## config.mk

```make
export PLATFORM = sky130hd
export DESIGN_NAME = adcphp_host_port
export DESIGN_NICKNAME = d
export VERILOG_FILES = /design/src/adcphp_pkg.sv /design/src/adcphp_host_port.sv /design/src/adcphp_tick.sv
export VERILOG_INCLUDE_DIRS = /design/src
export SDC_FILE = /design/constraint.sdc
export NUM_CORES = 1
export LEC_CHECK = 0
export ABC_AREA = 0
export BUFFER_PORTS_ARGS = -buffer_cell sky130_fd_sc_hd__buf_2
export CORE_UTILIZATION = 47
export DETAILED_ROUTE_END_ITERATION = 12
export PLACE_DENSITY = 0.74
export SLEW_MARGIN = 20
export SYNTH_ARGS = -nofsm -noshare
export SYNTH_HDL_FRONTEND = slang
export SYNTH_HIERARCHICAL = 1
export SYNTH_SLANG_ARGS = --single-unit
```

## constraint.sdc

```tcl
create_clock -name clk_sys -period 1.73 [get_ports clk_sys]
set_input_delay 0.0865 -clock clk_sys [delete_from_list [all_inputs] [get_ports clk_sys]]
set_output_delay 0.0865 -clock clk_sys [all_outputs]
set_load 0.1 [all_outputs]
```

## src/adcphp_defs.svh

```systemverilog
// Constants for the parallel host port of the 10-bit converter.
// Summary of operation
// - The 10-bit result is read in two parts, the two top bits when high_byte_select is 1 and the eight low bits when it is 0.
// - The two lowest data lines carry result bits 1 and 0 with high_byte_select low and bits 9 and 8 with it high.
// - The active-low completion flag goes low once a conversion has finished and its result is ready.
// - A read is a falling read strobe with chip select low, and the device then drives its result onto the data lines.
// - In internal acquisition mode a rising write strobe with chip select low latches the control byte and starts a timed acquisition followed by a conversion.
// - In external acquisition mode the next rising write strobe with chip select low ends acquisition and starts the conversion;
//   the code does so only when that write has the acquisition-mode bit at 0, and a write with it at 1 restarts acquisition.
// - In external clock mode the conversion is timed from the free-running clock pin, otherwise from an internal oscillator while the pin sits at a fixed level.
// - While chip select is high the completion flag and all eight data lines float.
// - The completion flag returns high on the first read after it went low and whenever a new control byte is written.
// - Every conversion takes 13 conversion clock cycles in every clock and acquisition mode.
// - A control byte written during a conversion abandons it and starts a fresh acquisition.
// - The acquisition-mode bit at 0 selects timed acquisition, and external acquisition takes a write with it at 1 then a write with it at 0.
`ifndef ADCPHP_DEFS_SVH
`define ADCPHP_DEFS_SVH

`define ADCPHP_RES_W        10
`define ADCPHP_BUS_W        8
`define ADCPHP_CLKMODE_HI   7
`define ADCPHP_CLKMODE_LO   6
`define ADCPHP_CLKMODE_EXT  2'h3
`define ADCPHP_ACQMODE_BIT  5
`define ADCPHP_CONV_CYCLES  4'hD
`define ADCPHP_ACQ_CYCLES   4'h3
`define ADCPHP_INT_CLK_DIV  3'h6
`define ADCPHP_CTRL_RESET   8'h00
`define ADCPHP_RES_RESET    10'h000

`endif

```

## src/adcphp_pkg.sv

```systemverilog
// Types shared by the parallel host port files.
package adcphp_pkg;

  typedef enum logic [1:0]
  {
    ADCPHP_IDLE    = 2'b00,
    ADCPHP_ACQ_INT = 2'b01,
    ADCPHP_ACQ_EXT = 2'b10,
    ADCPHP_CONV    = 2'b11
  } adcphp_state_t;

endpackage

```

## src/adcphp_host_port.sv

```systemverilog
// Parallel host port: control byte capture, acquisition, conversion timing, result read.
`timescale 1ns/10ps
`include "adcphp_defs.svh"

module adcphp_host_port
  import adcphp_pkg::*;
(
  input  wire logic                     clk_sys,
  input  wire logic                     reset,
  input  wire logic                     chip_select_n,
  input  wire logic                     write_strobe_n,
  input  wire logic                     read_strobe_n,
  input  wire logic                     high_byte_select,
  input  wire logic                     clk_pin,
  input  wire logic [`ADCPHP_BUS_W-1:0] data_bus_lines_in,
  input  wire logic [`ADCPHP_RES_W-1:0] sar_result,
  output logic      [`ADCPHP_BUS_W-1:0] data_bus_lines_out,
  output logic                          data_bus_lines_oe_n,
  output logic                          done_n_out,
  output logic                          done_n_oe_n,
  output logic      [`ADCPHP_BUS_W-1:0] ctrl_byte_out,
  output logic                          converting_out
);

  // Pin synchronisers: first stage is read only by the second.
  logic [11:0] pin_meta_r;
  logic [11:0] pin_sync_r;
  logic        wr_prev_r;
  logic        rd_prev_r;

  always_ff @(posedge clk_sys)
  begin
    if (reset)
    begin
      pin_meta_r <= 12'hF00;
      pin_sync_r <= 12'hF00;
    end
    else
    begin
      pin_meta_r <= {chip_select_n, write_strobe_n, read_strobe_n, high_byte_select,
                     data_bus_lines_in};
      pin_sync_r <= pin_meta_r;
    end
  end

  logic                     cs_s;
  logic                     wr_s;
  logic                     rd_s;
  logic                     hbs_s;
  logic [`ADCPHP_BUS_W-1:0] din_s;
  logic                     wr_rise;
  logic                     rd_fall;

  assign cs_s    = pin_sync_r[11];
  assign wr_s    = pin_sync_r[10];
  assign rd_s    = pin_sync_r[9];
  assign hbs_s   = pin_sync_r[8];
  assign din_s   = pin_sync_r[7:0];
  assign wr_rise = !wr_prev_r && wr_s && !cs_s;
  assign rd_fall = rd_prev_r && !rd_s && !cs_s;

  logic                     conv_tick;
  adcphp_state_t            state_r;
  adcphp_state_t            state_nxt;
  logic [3:0]               cnt_r;
  logic [3:0]               cnt_nxt;
  logic [`ADCPHP_BUS_W-1:0] ctrl_r;
  logic [`ADCPHP_BUS_W-1:0] ctrl_nxt;
  logic [`ADCPHP_RES_W-1:0] result_r;
  logic [`ADCPHP_RES_W-1:0] result_nxt;
  logic                     done_r;
  logic                     done_nxt;
  logic                     conv_end;

  // The clock mode in force is the one latched from the last control byte.
  adcphp_tick u_tick
  (
    .clk_sys      (clk_sys),
    .reset        (reset),
    .clk_pin      (clk_pin),
    .ext_clk_mode (ctrl_r[`ADCPHP_CLKMODE_HI:`ADCPHP_CLKMODE_LO] == `ADCPHP_CLKMODE_EXT),
    .conv_tick_r  (conv_tick)
  );

  assign conv_end = (state_r == ADCPHP_CONV) && conv_tick && (cnt_r == `ADCPHP_CONV_CYCLES - 4'h1);

  always_comb
  begin
    state_nxt  = state_r;
    cnt_nxt    = cnt_r;
    ctrl_nxt   = ctrl_r;
    result_nxt = result_r;
    done_nxt   = done_r;
    if (rd_fall)
    begin
      done_nxt = 1'b0;
    end
    if (wr_rise)
    begin
      ctrl_nxt = din_s;
      cnt_nxt  = 4'h0;
      done_nxt = 1'b0;
      if (din_s[`ADCPHP_ACQMODE_BIT])
      begin
        state_nxt = ADCPHP_ACQ_EXT;
      end
      else if (state_r == ADCPHP_ACQ_EXT)
      begin
        state_nxt = ADCPHP_CONV;
      end
      else
      begin
        state_nxt = ADCPHP_ACQ_INT;
      end
    end
    else if (conv_tick)
    begin
      case (state_r)
        ADCPHP_ACQ_INT:
        begin
          if (cnt_r == `ADCPHP_ACQ_CYCLES - 4'h1)
          begin
            state_nxt = ADCPHP_CONV;
            cnt_nxt   = 4'h0;
          end
          else
          begin
            cnt_nxt = cnt_r + 4'h1;
          end
        end
        ADCPHP_CONV:
        begin
          if (conv_end)
          begin
            state_nxt  = ADCPHP_IDLE;
            cnt_nxt    = 4'h0;
            result_nxt = sar_result;
            done_nxt   = 1'b1;
          end
          else
          begin
            cnt_nxt = cnt_r + 4'h1;
          end
        end
        default:
        begin
          cnt_nxt = 4'h0;
        end
      endcase
    end
  end

  always_ff @(posedge clk_sys)
  begin
    if (reset)
    begin
      state_r   <= ADCPHP_IDLE;
      cnt_r     <= 4'h0;
      ctrl_r    <= `ADCPHP_CTRL_RESET;
      result_r  <= `ADCPHP_RES_RESET;
      done_r    <= 1'b0;
      wr_prev_r <= 1'b1;
      rd_prev_r <= 1'b1;
    end
    else
    begin
      state_r   <= state_nxt;
      cnt_r     <= cnt_nxt;
      ctrl_r    <= ctrl_nxt;
      result_r  <= result_nxt;
      done_r    <= done_nxt;
      wr_prev_r <= wr_s;
      rd_prev_r <= rd_s;
    end
  end

  // Output stage, all registered.
  logic [`ADCPHP_BUS_W-1:0] dout_nxt;

  always_comb
  begin
    dout_nxt = hbs_s ? {6'h00, result_r[9:8]} : result_r[7:0];
  end

  always_ff @(posedge clk_sys)
  begin
    if (reset)
    begin
      data_bus_lines_out  <= 8'h00;
      data_bus_lines_oe_n <= 1'b1;
      done_n_out          <= 1'b1;
      done_n_oe_n         <= 1'b1;
      ctrl_byte_out       <= `ADCPHP_CTRL_RESET;
      converting_out      <= 1'b0;
    end
    else
    begin
      data_bus_lines_out  <= dout_nxt;
      data_bus_lines_oe_n <= cs_s || rd_s;
      done_n_out          <= !done_nxt;
      done_n_oe_n         <= cs_s;
      ctrl_byte_out       <= ctrl_nxt;
      converting_out      <= (state_nxt == ADCPHP_CONV);
    end
  end
endmodule

```

## src/adcphp_tick.sv

```systemverilog
// Conversion clock enable from the clock pin or from an internal divider.
`timescale 1ns/10ps
`include "adcphp_defs.svh"

module adcphp_tick
  import adcphp_pkg::*;
(
  input  wire logic clk_sys,
  input  wire logic reset,
  input  wire logic clk_pin,
  input  wire logic ext_clk_mode,
  output logic      conv_tick_r
);

  logic       pin_meta_r;
  logic       pin_sync_r;
  logic       pin_prev_r;
  logic [2:0] div_r;
  logic [2:0] div_nxt;
  logic       tick_nxt;

  // The pin is foreign to clk_sys, so only the second stage feeds the edge test.
  always_ff @(posedge clk_sys)
  begin
    if (reset)
    begin
      pin_meta_r <= 1'b0;
      pin_sync_r <= 1'b0;
    end
    else
    begin
      pin_meta_r <= clk_pin;
      pin_sync_r <= pin_meta_r;
    end
  end

  always_comb
  begin
    div_nxt  = (div_r == `ADCPHP_INT_CLK_DIV - 3'h1) ? 3'h0 : div_r + 3'h1;
    tick_nxt = ext_clk_mode ? (pin_prev_r && !pin_sync_r) : (div_r == 3'h0);
  end

  always_ff @(posedge clk_sys)
  begin
    if (reset)
    begin
      pin_prev_r  <= 1'b0;
      div_r       <= 3'h0;
      conv_tick_r <= 1'b0;
    end
    else
    begin
      pin_prev_r  <= pin_sync_r;
      div_r       <= div_nxt;
      conv_tick_r <= tick_nxt;
    end
  end
endmodule
```

-- Word-level counts from Yosys, hierarchy flattened
Cells that the tools add are included.
- ROM bits: 0
- latch bits: 0
- word-level logic and storage cells: 66
- RAM bits: 0
- output and inout port bits: 20
- bits of input ports: 25
- bits in registers: 70
- memories: 0
- bitwise gates (word level): 1
- $lt $le $gt $ge: 0
- add/sub/neg operators: 2
- multiply operators: 0
- eq/ne operators: 8
- shift operators: 0
- reductions and logical operators: 18
- muxes and demuxes: 17
- divide/modulo/power cells: 0
- operator list (kind ; number):
    2-bit two-way mux ; 7
    2-bit equality test (second input constant) ; 4
    4-bit two-way mux ; 2
    4-bit case mux with 2 select lines ; 1
    1-bit logical AND ; 7
    1-bit two-way mux ; 6
    2-bit OR reduction ; 3
    1-bit zero test ; 5
    4-bit by 1-bit adder with 4-bit output (second input constant) ; 1
    4-bit by 2-bit equality test with 1-bit output (second input constant) ; 1
    4-bit equality test (second input constant) ; 1
    2-bit case mux with 2 select lines ; 1
    4-bit AND reduction ; 1
    3-bit by 1-bit adder with 3-bit output (second input constant) ; 1
    3-bit equality test (second input constant) ; 1
    3-bit zero test ; 1
    2-bit by 1-bit equality test with 1-bit output (second input constant) ; 1
    1-bit logical OR ; 1
    1-bit inverter ; 1

-- Logic depth before layout (Yosys ltp)
- depth in word-level cells: 9
- depth in mapped cells: 7

-- Cells and area by module
The synthesis kept the hierarchy.
- modules (own cells, without submodules) (module ; area an instance (sq um) ; cells each ; times used ; sequential area each (sq um)):
    adcphp_host_port ; 2112.0 ; 198 ; 1 ; 1261.2
    adcphp_tick ; 262.8 ; 24 ; 1 ; 140.1

-- Least setup slack after synthesis
OpenSTA, ideal clock, no wires.
- path type: flip-flop to flip-flop
- start: reg ctrl_byte_out[7] (netlist name)
- end: reg u_tick.conv_tick_r
- data required time: 1.660 ns
- setup slack: 0.241 ns
- cell stages (with the launch flop): 4
- arrival time: 1.419 ns
- library setup time: 0.070 ns
- cell sequence: dfxtp_1 and2_1 or3b_1 a21oi_1
- RTL lines (element ; RTL line ; text):
    to (signal assigned) ; adcphp_tick.sv:55 ; conv_tick_r <= tick_nxt;
    to (decl) ; adcphp_tick.sv:12 ; output logic conv_tick_r

-- Worst setup path in the final report
- start: reg cnt_r[0]
- end: reg cnt_r[0]
- longest elaborated chain between the ends: 4
- elaborated cells on any way between the ends: 7
- ends and longest elaborated chain (element ; RTL line ; text):
    from (decl) ; adcphp_host_port.sv:65 ; logic [3:0] cnt_r;
    from (signal assigned) ; adcphp_host_port.sv:168 ; cnt_r <= cnt_nxt;
    parallel branches: the longest is 3 deep, another holds 4-bit by 1-bit adder with 4-bit output ; - ;
    4-bit case mux with 2 select lines * ; adcphp_host_port.sv:118 ; case (state_r)
Every way passes the cells marked *.
A chain may end at the register's enable or synchronous reset.

==> summary.txt <==
Critical Path End = cnt_r[0]$_SDFFE_PP0P_
First-pass GRT wire length = 6.548 mm
Outcome = finished, final reports clean
Hold Path Class = in -> reg
Max Cap Viol = 0
Synth unique cells = 33
Area grow syn2layout = 29.98%
Clock sinks = 70
Top FF cell, synth = dfxtp_1
Final HPWL DP = 2.425 mm
Syn_nets = 253
Clk_skew = 0.005989 ns
CTS tree = built
Vias = 1667
Clock Tree Buf Depth = 2
FF+latch area = 0.001401 sq mm
Die area = 0.005341 sq mm
Post-route ant nets = 0
DR WL/cell = 10.79 um
RePlAce Congestion = 0.8393
GR Util All Layers = 16.47%
R2R depth = 6
Clock transition at path regs = 0.07 ns
1st-iter DRT viols = 55
Pre-antenna DRT Iters = 4
R2r setup slk = 0.1 ns
Most frequent cells in the layout = dfxtp_1 (70), buf_2 (44), dlygate4sd3_1 (23)
CP startpoint = cnt_r[0]$_SDFFE_PP0P_
Final global-route overflow total = 0
Placed Area = 0.002648 sq mm
YS warnings = 6
CTS Buf Count = 9
Vias in the first global route = 1566
Fin crit share = 94.23%
Initial Utilization = 49.62%
Worst R2R End = cnt_r[0]$_SDFFE_PP0P_
Post-synth EDFFs = 0
Worst r2r src = cnt_r[0]$_SDFFE_PP0P_
Final instance area = 0.003087 sq mm
Startpoint Class = flip-flop
Maximum VDD drop = 771.3 uV
Pwr/cell area = 1012 mW/mm^2
Critical path capture point type = flip-flop
Fmax = 0.6134 GHz
Filler cell count in the final layout = 378
Antenna Cells = 0
Crit path max fanout = 5
Commonest non-fill, non-tap cell in the layout = dfxtp_1
Final core utilization = 64.50%
RSZ-0062 raised after global routing = no
Post-Route Setup TNS = 0 ns
Multi-input gate area = 914.6 sq um
Initial antenna violation count = 0
Avg Cell Area, Syn = 10.70 sq um
Rows = 25
Max-slew headroom at the worst pin = 65.47%
Core Region = 0.004786 sq mm
Final number of hold-violating endpoints = 0
Minimum clock period after layout = 1.630 ns
Post-synth ARST share = 0%
Slew @ Worst Pin = 0.5173 ns
Synth Register Bits = 70
I/O pins = 45
Fin nets = 326
Drt via density = 4.580
Arr. time, crit path = 1.88 ns
Root Buffer Master = clkbuf_8
PortBufs = 44
Final Max Tran Viols = 0
Sequential-to-total area share from yosys stat = 59.01%
Mapped cell area = 0.002375 sq mm
Final setup viols = 0
Leak = 1.358 nW
# DRC = 0
WL final = 3.926 mm
Die width = 73.08 um
Layout cells sized above 1 = 26.60%
Chip height = 73.08 um
Cells after synthesis = 222
Critical path type = reg -> reg
Largest net degree at the start of global routing = 23
Later-pin clock latency in the skew report = 0.33 ns
H-tree lvl count = 3
Worst Path Required = 1.98 ns
[routing by layer]
layer	share of wire [%]	wire [um]	vias to the layer above	global-route usage, %
li1	-	-	872	-
met3	4.2	164	6	5.525
met4	1.5	59	0	9.804
met2	49	1913	30	26.23
met1	46	1789	759	19.19
met5	0	0	-	0
[worst min-delay path by stage]
stage / end / slack, ns / startpoint / depth (start not counted)
after detailed placement: pin_meta_r[10]$_SDFF_PP1_ / 0.27 / write_strobe_n / 2
after global placement: pin_meta_r[11]$_SDFF_PP1_ / 0.27 / chip_select_n / 2
final: result_r[6]$_SDFFE_PP0P_ / 0.16 / reset / 2
after floorplan: u_tick/conv_tick_r$_SDFF_PP0_ / 0.16 / reset / 1
after global routing: result_r[3]$_SDFFE_PP0P_ / 0.17 / reset / 2
after CTS: result_r[6]$_SDFFE_PP0P_ / 0.15 / reset / 2
[registers in the layout (all words and copies together) (netlist names), 2 cells and up]
signal              flops
pin_meta_r             12
pin_sync_r             12
result_r               10
ctrl_byte_out           8
data_bus_lines_out      8
cnt_r                   4
u_tick/div_r            3
state_r                 2
[Yosys cell counts, types with 2 or more instances]
| master | number | share of area (%) |
|---|---|---|
| and2_1 | 10 | 2.6 |
| a21oi_1 | 16 | 3.4 |
| ha_1 | 6 | 3.2 |
| nand2_1 | 18 | 2.8 |
| nor2_1 | 16 | 2.5 |
| nand3_1 | 5 | 1.1 |
| or3b_1 | 2 | 0.74 |
| dfxtp_1 | 70 | 59 |
| inv_1 | 5 | 0.79 |
| clkbuf_1 | 6 | 0.95 |
| nand2b_1 | 5 | 1.3 |
| mux2i_1 | 12 | 5.1 |
| or2_2 | 12 | 3.2 |
| nor2b_1 | 20 | 5.3 |
[through the flow]
step	power (mW)	cells	worst slack, ns	hold slack [ns]
floorplan	1.775	222	0.2408	0.1556
global placement	1.818	328	0.1894	0.2684
detailed placement	1.821	328	0.07853	0.2719
CTS	3.151	364	0.05931	0.1485
global route	3.243	364	0.01336	0.1699
finish	3.123	364	0.09987	0.1584
[critical path: stages (launching register included)]
cell and delay [ns]:
dfxtp_1 0.40, inv_1 0.10, ha_1 0.21, and4_4 0.22
a211oi_4 0.32, nand3_1 0.11, a21oi_1 0.19
[cell type report]
class	instances	share of cell area, %
clock buffers	12	5.351
clock inverters	1	0.9728
inverters	5	0.6080
multi-input cells	139	29.63
flip-flops and latches	70	45.40
well taps	67	2.716
repair buffers	70	15.32
[power breakdown]
part	total, mW	internal [mW]	switching, mW
combinational	0.150	0.0915	0.0587
clock	1.30	0.761	0.536
sequential	1.68	1.65	0.0242
total	3.12	2.50	0.619
[cells by family after synthesis]
group,count (synthesis),synth area share [%]
buffers and inverters,13,3.056
muxes,12,5.058
DFF,70,59.01
and+or+nand+nor,99,24.24
AOI/OAI and AO/OA,22,5.480
adders and majority gates,6,3.161
[repair_timing]
action / 4_1_cts / 5_1_grt
resized for setup: 0 / 2
setup endpoints to repair: 0 / 1
hold buffers: 23 / 0
buffers inserted: 0 / 0
hold endpoints to repair: 23 / 0
No activity file was read; power rests on OpenSTA's default activity.
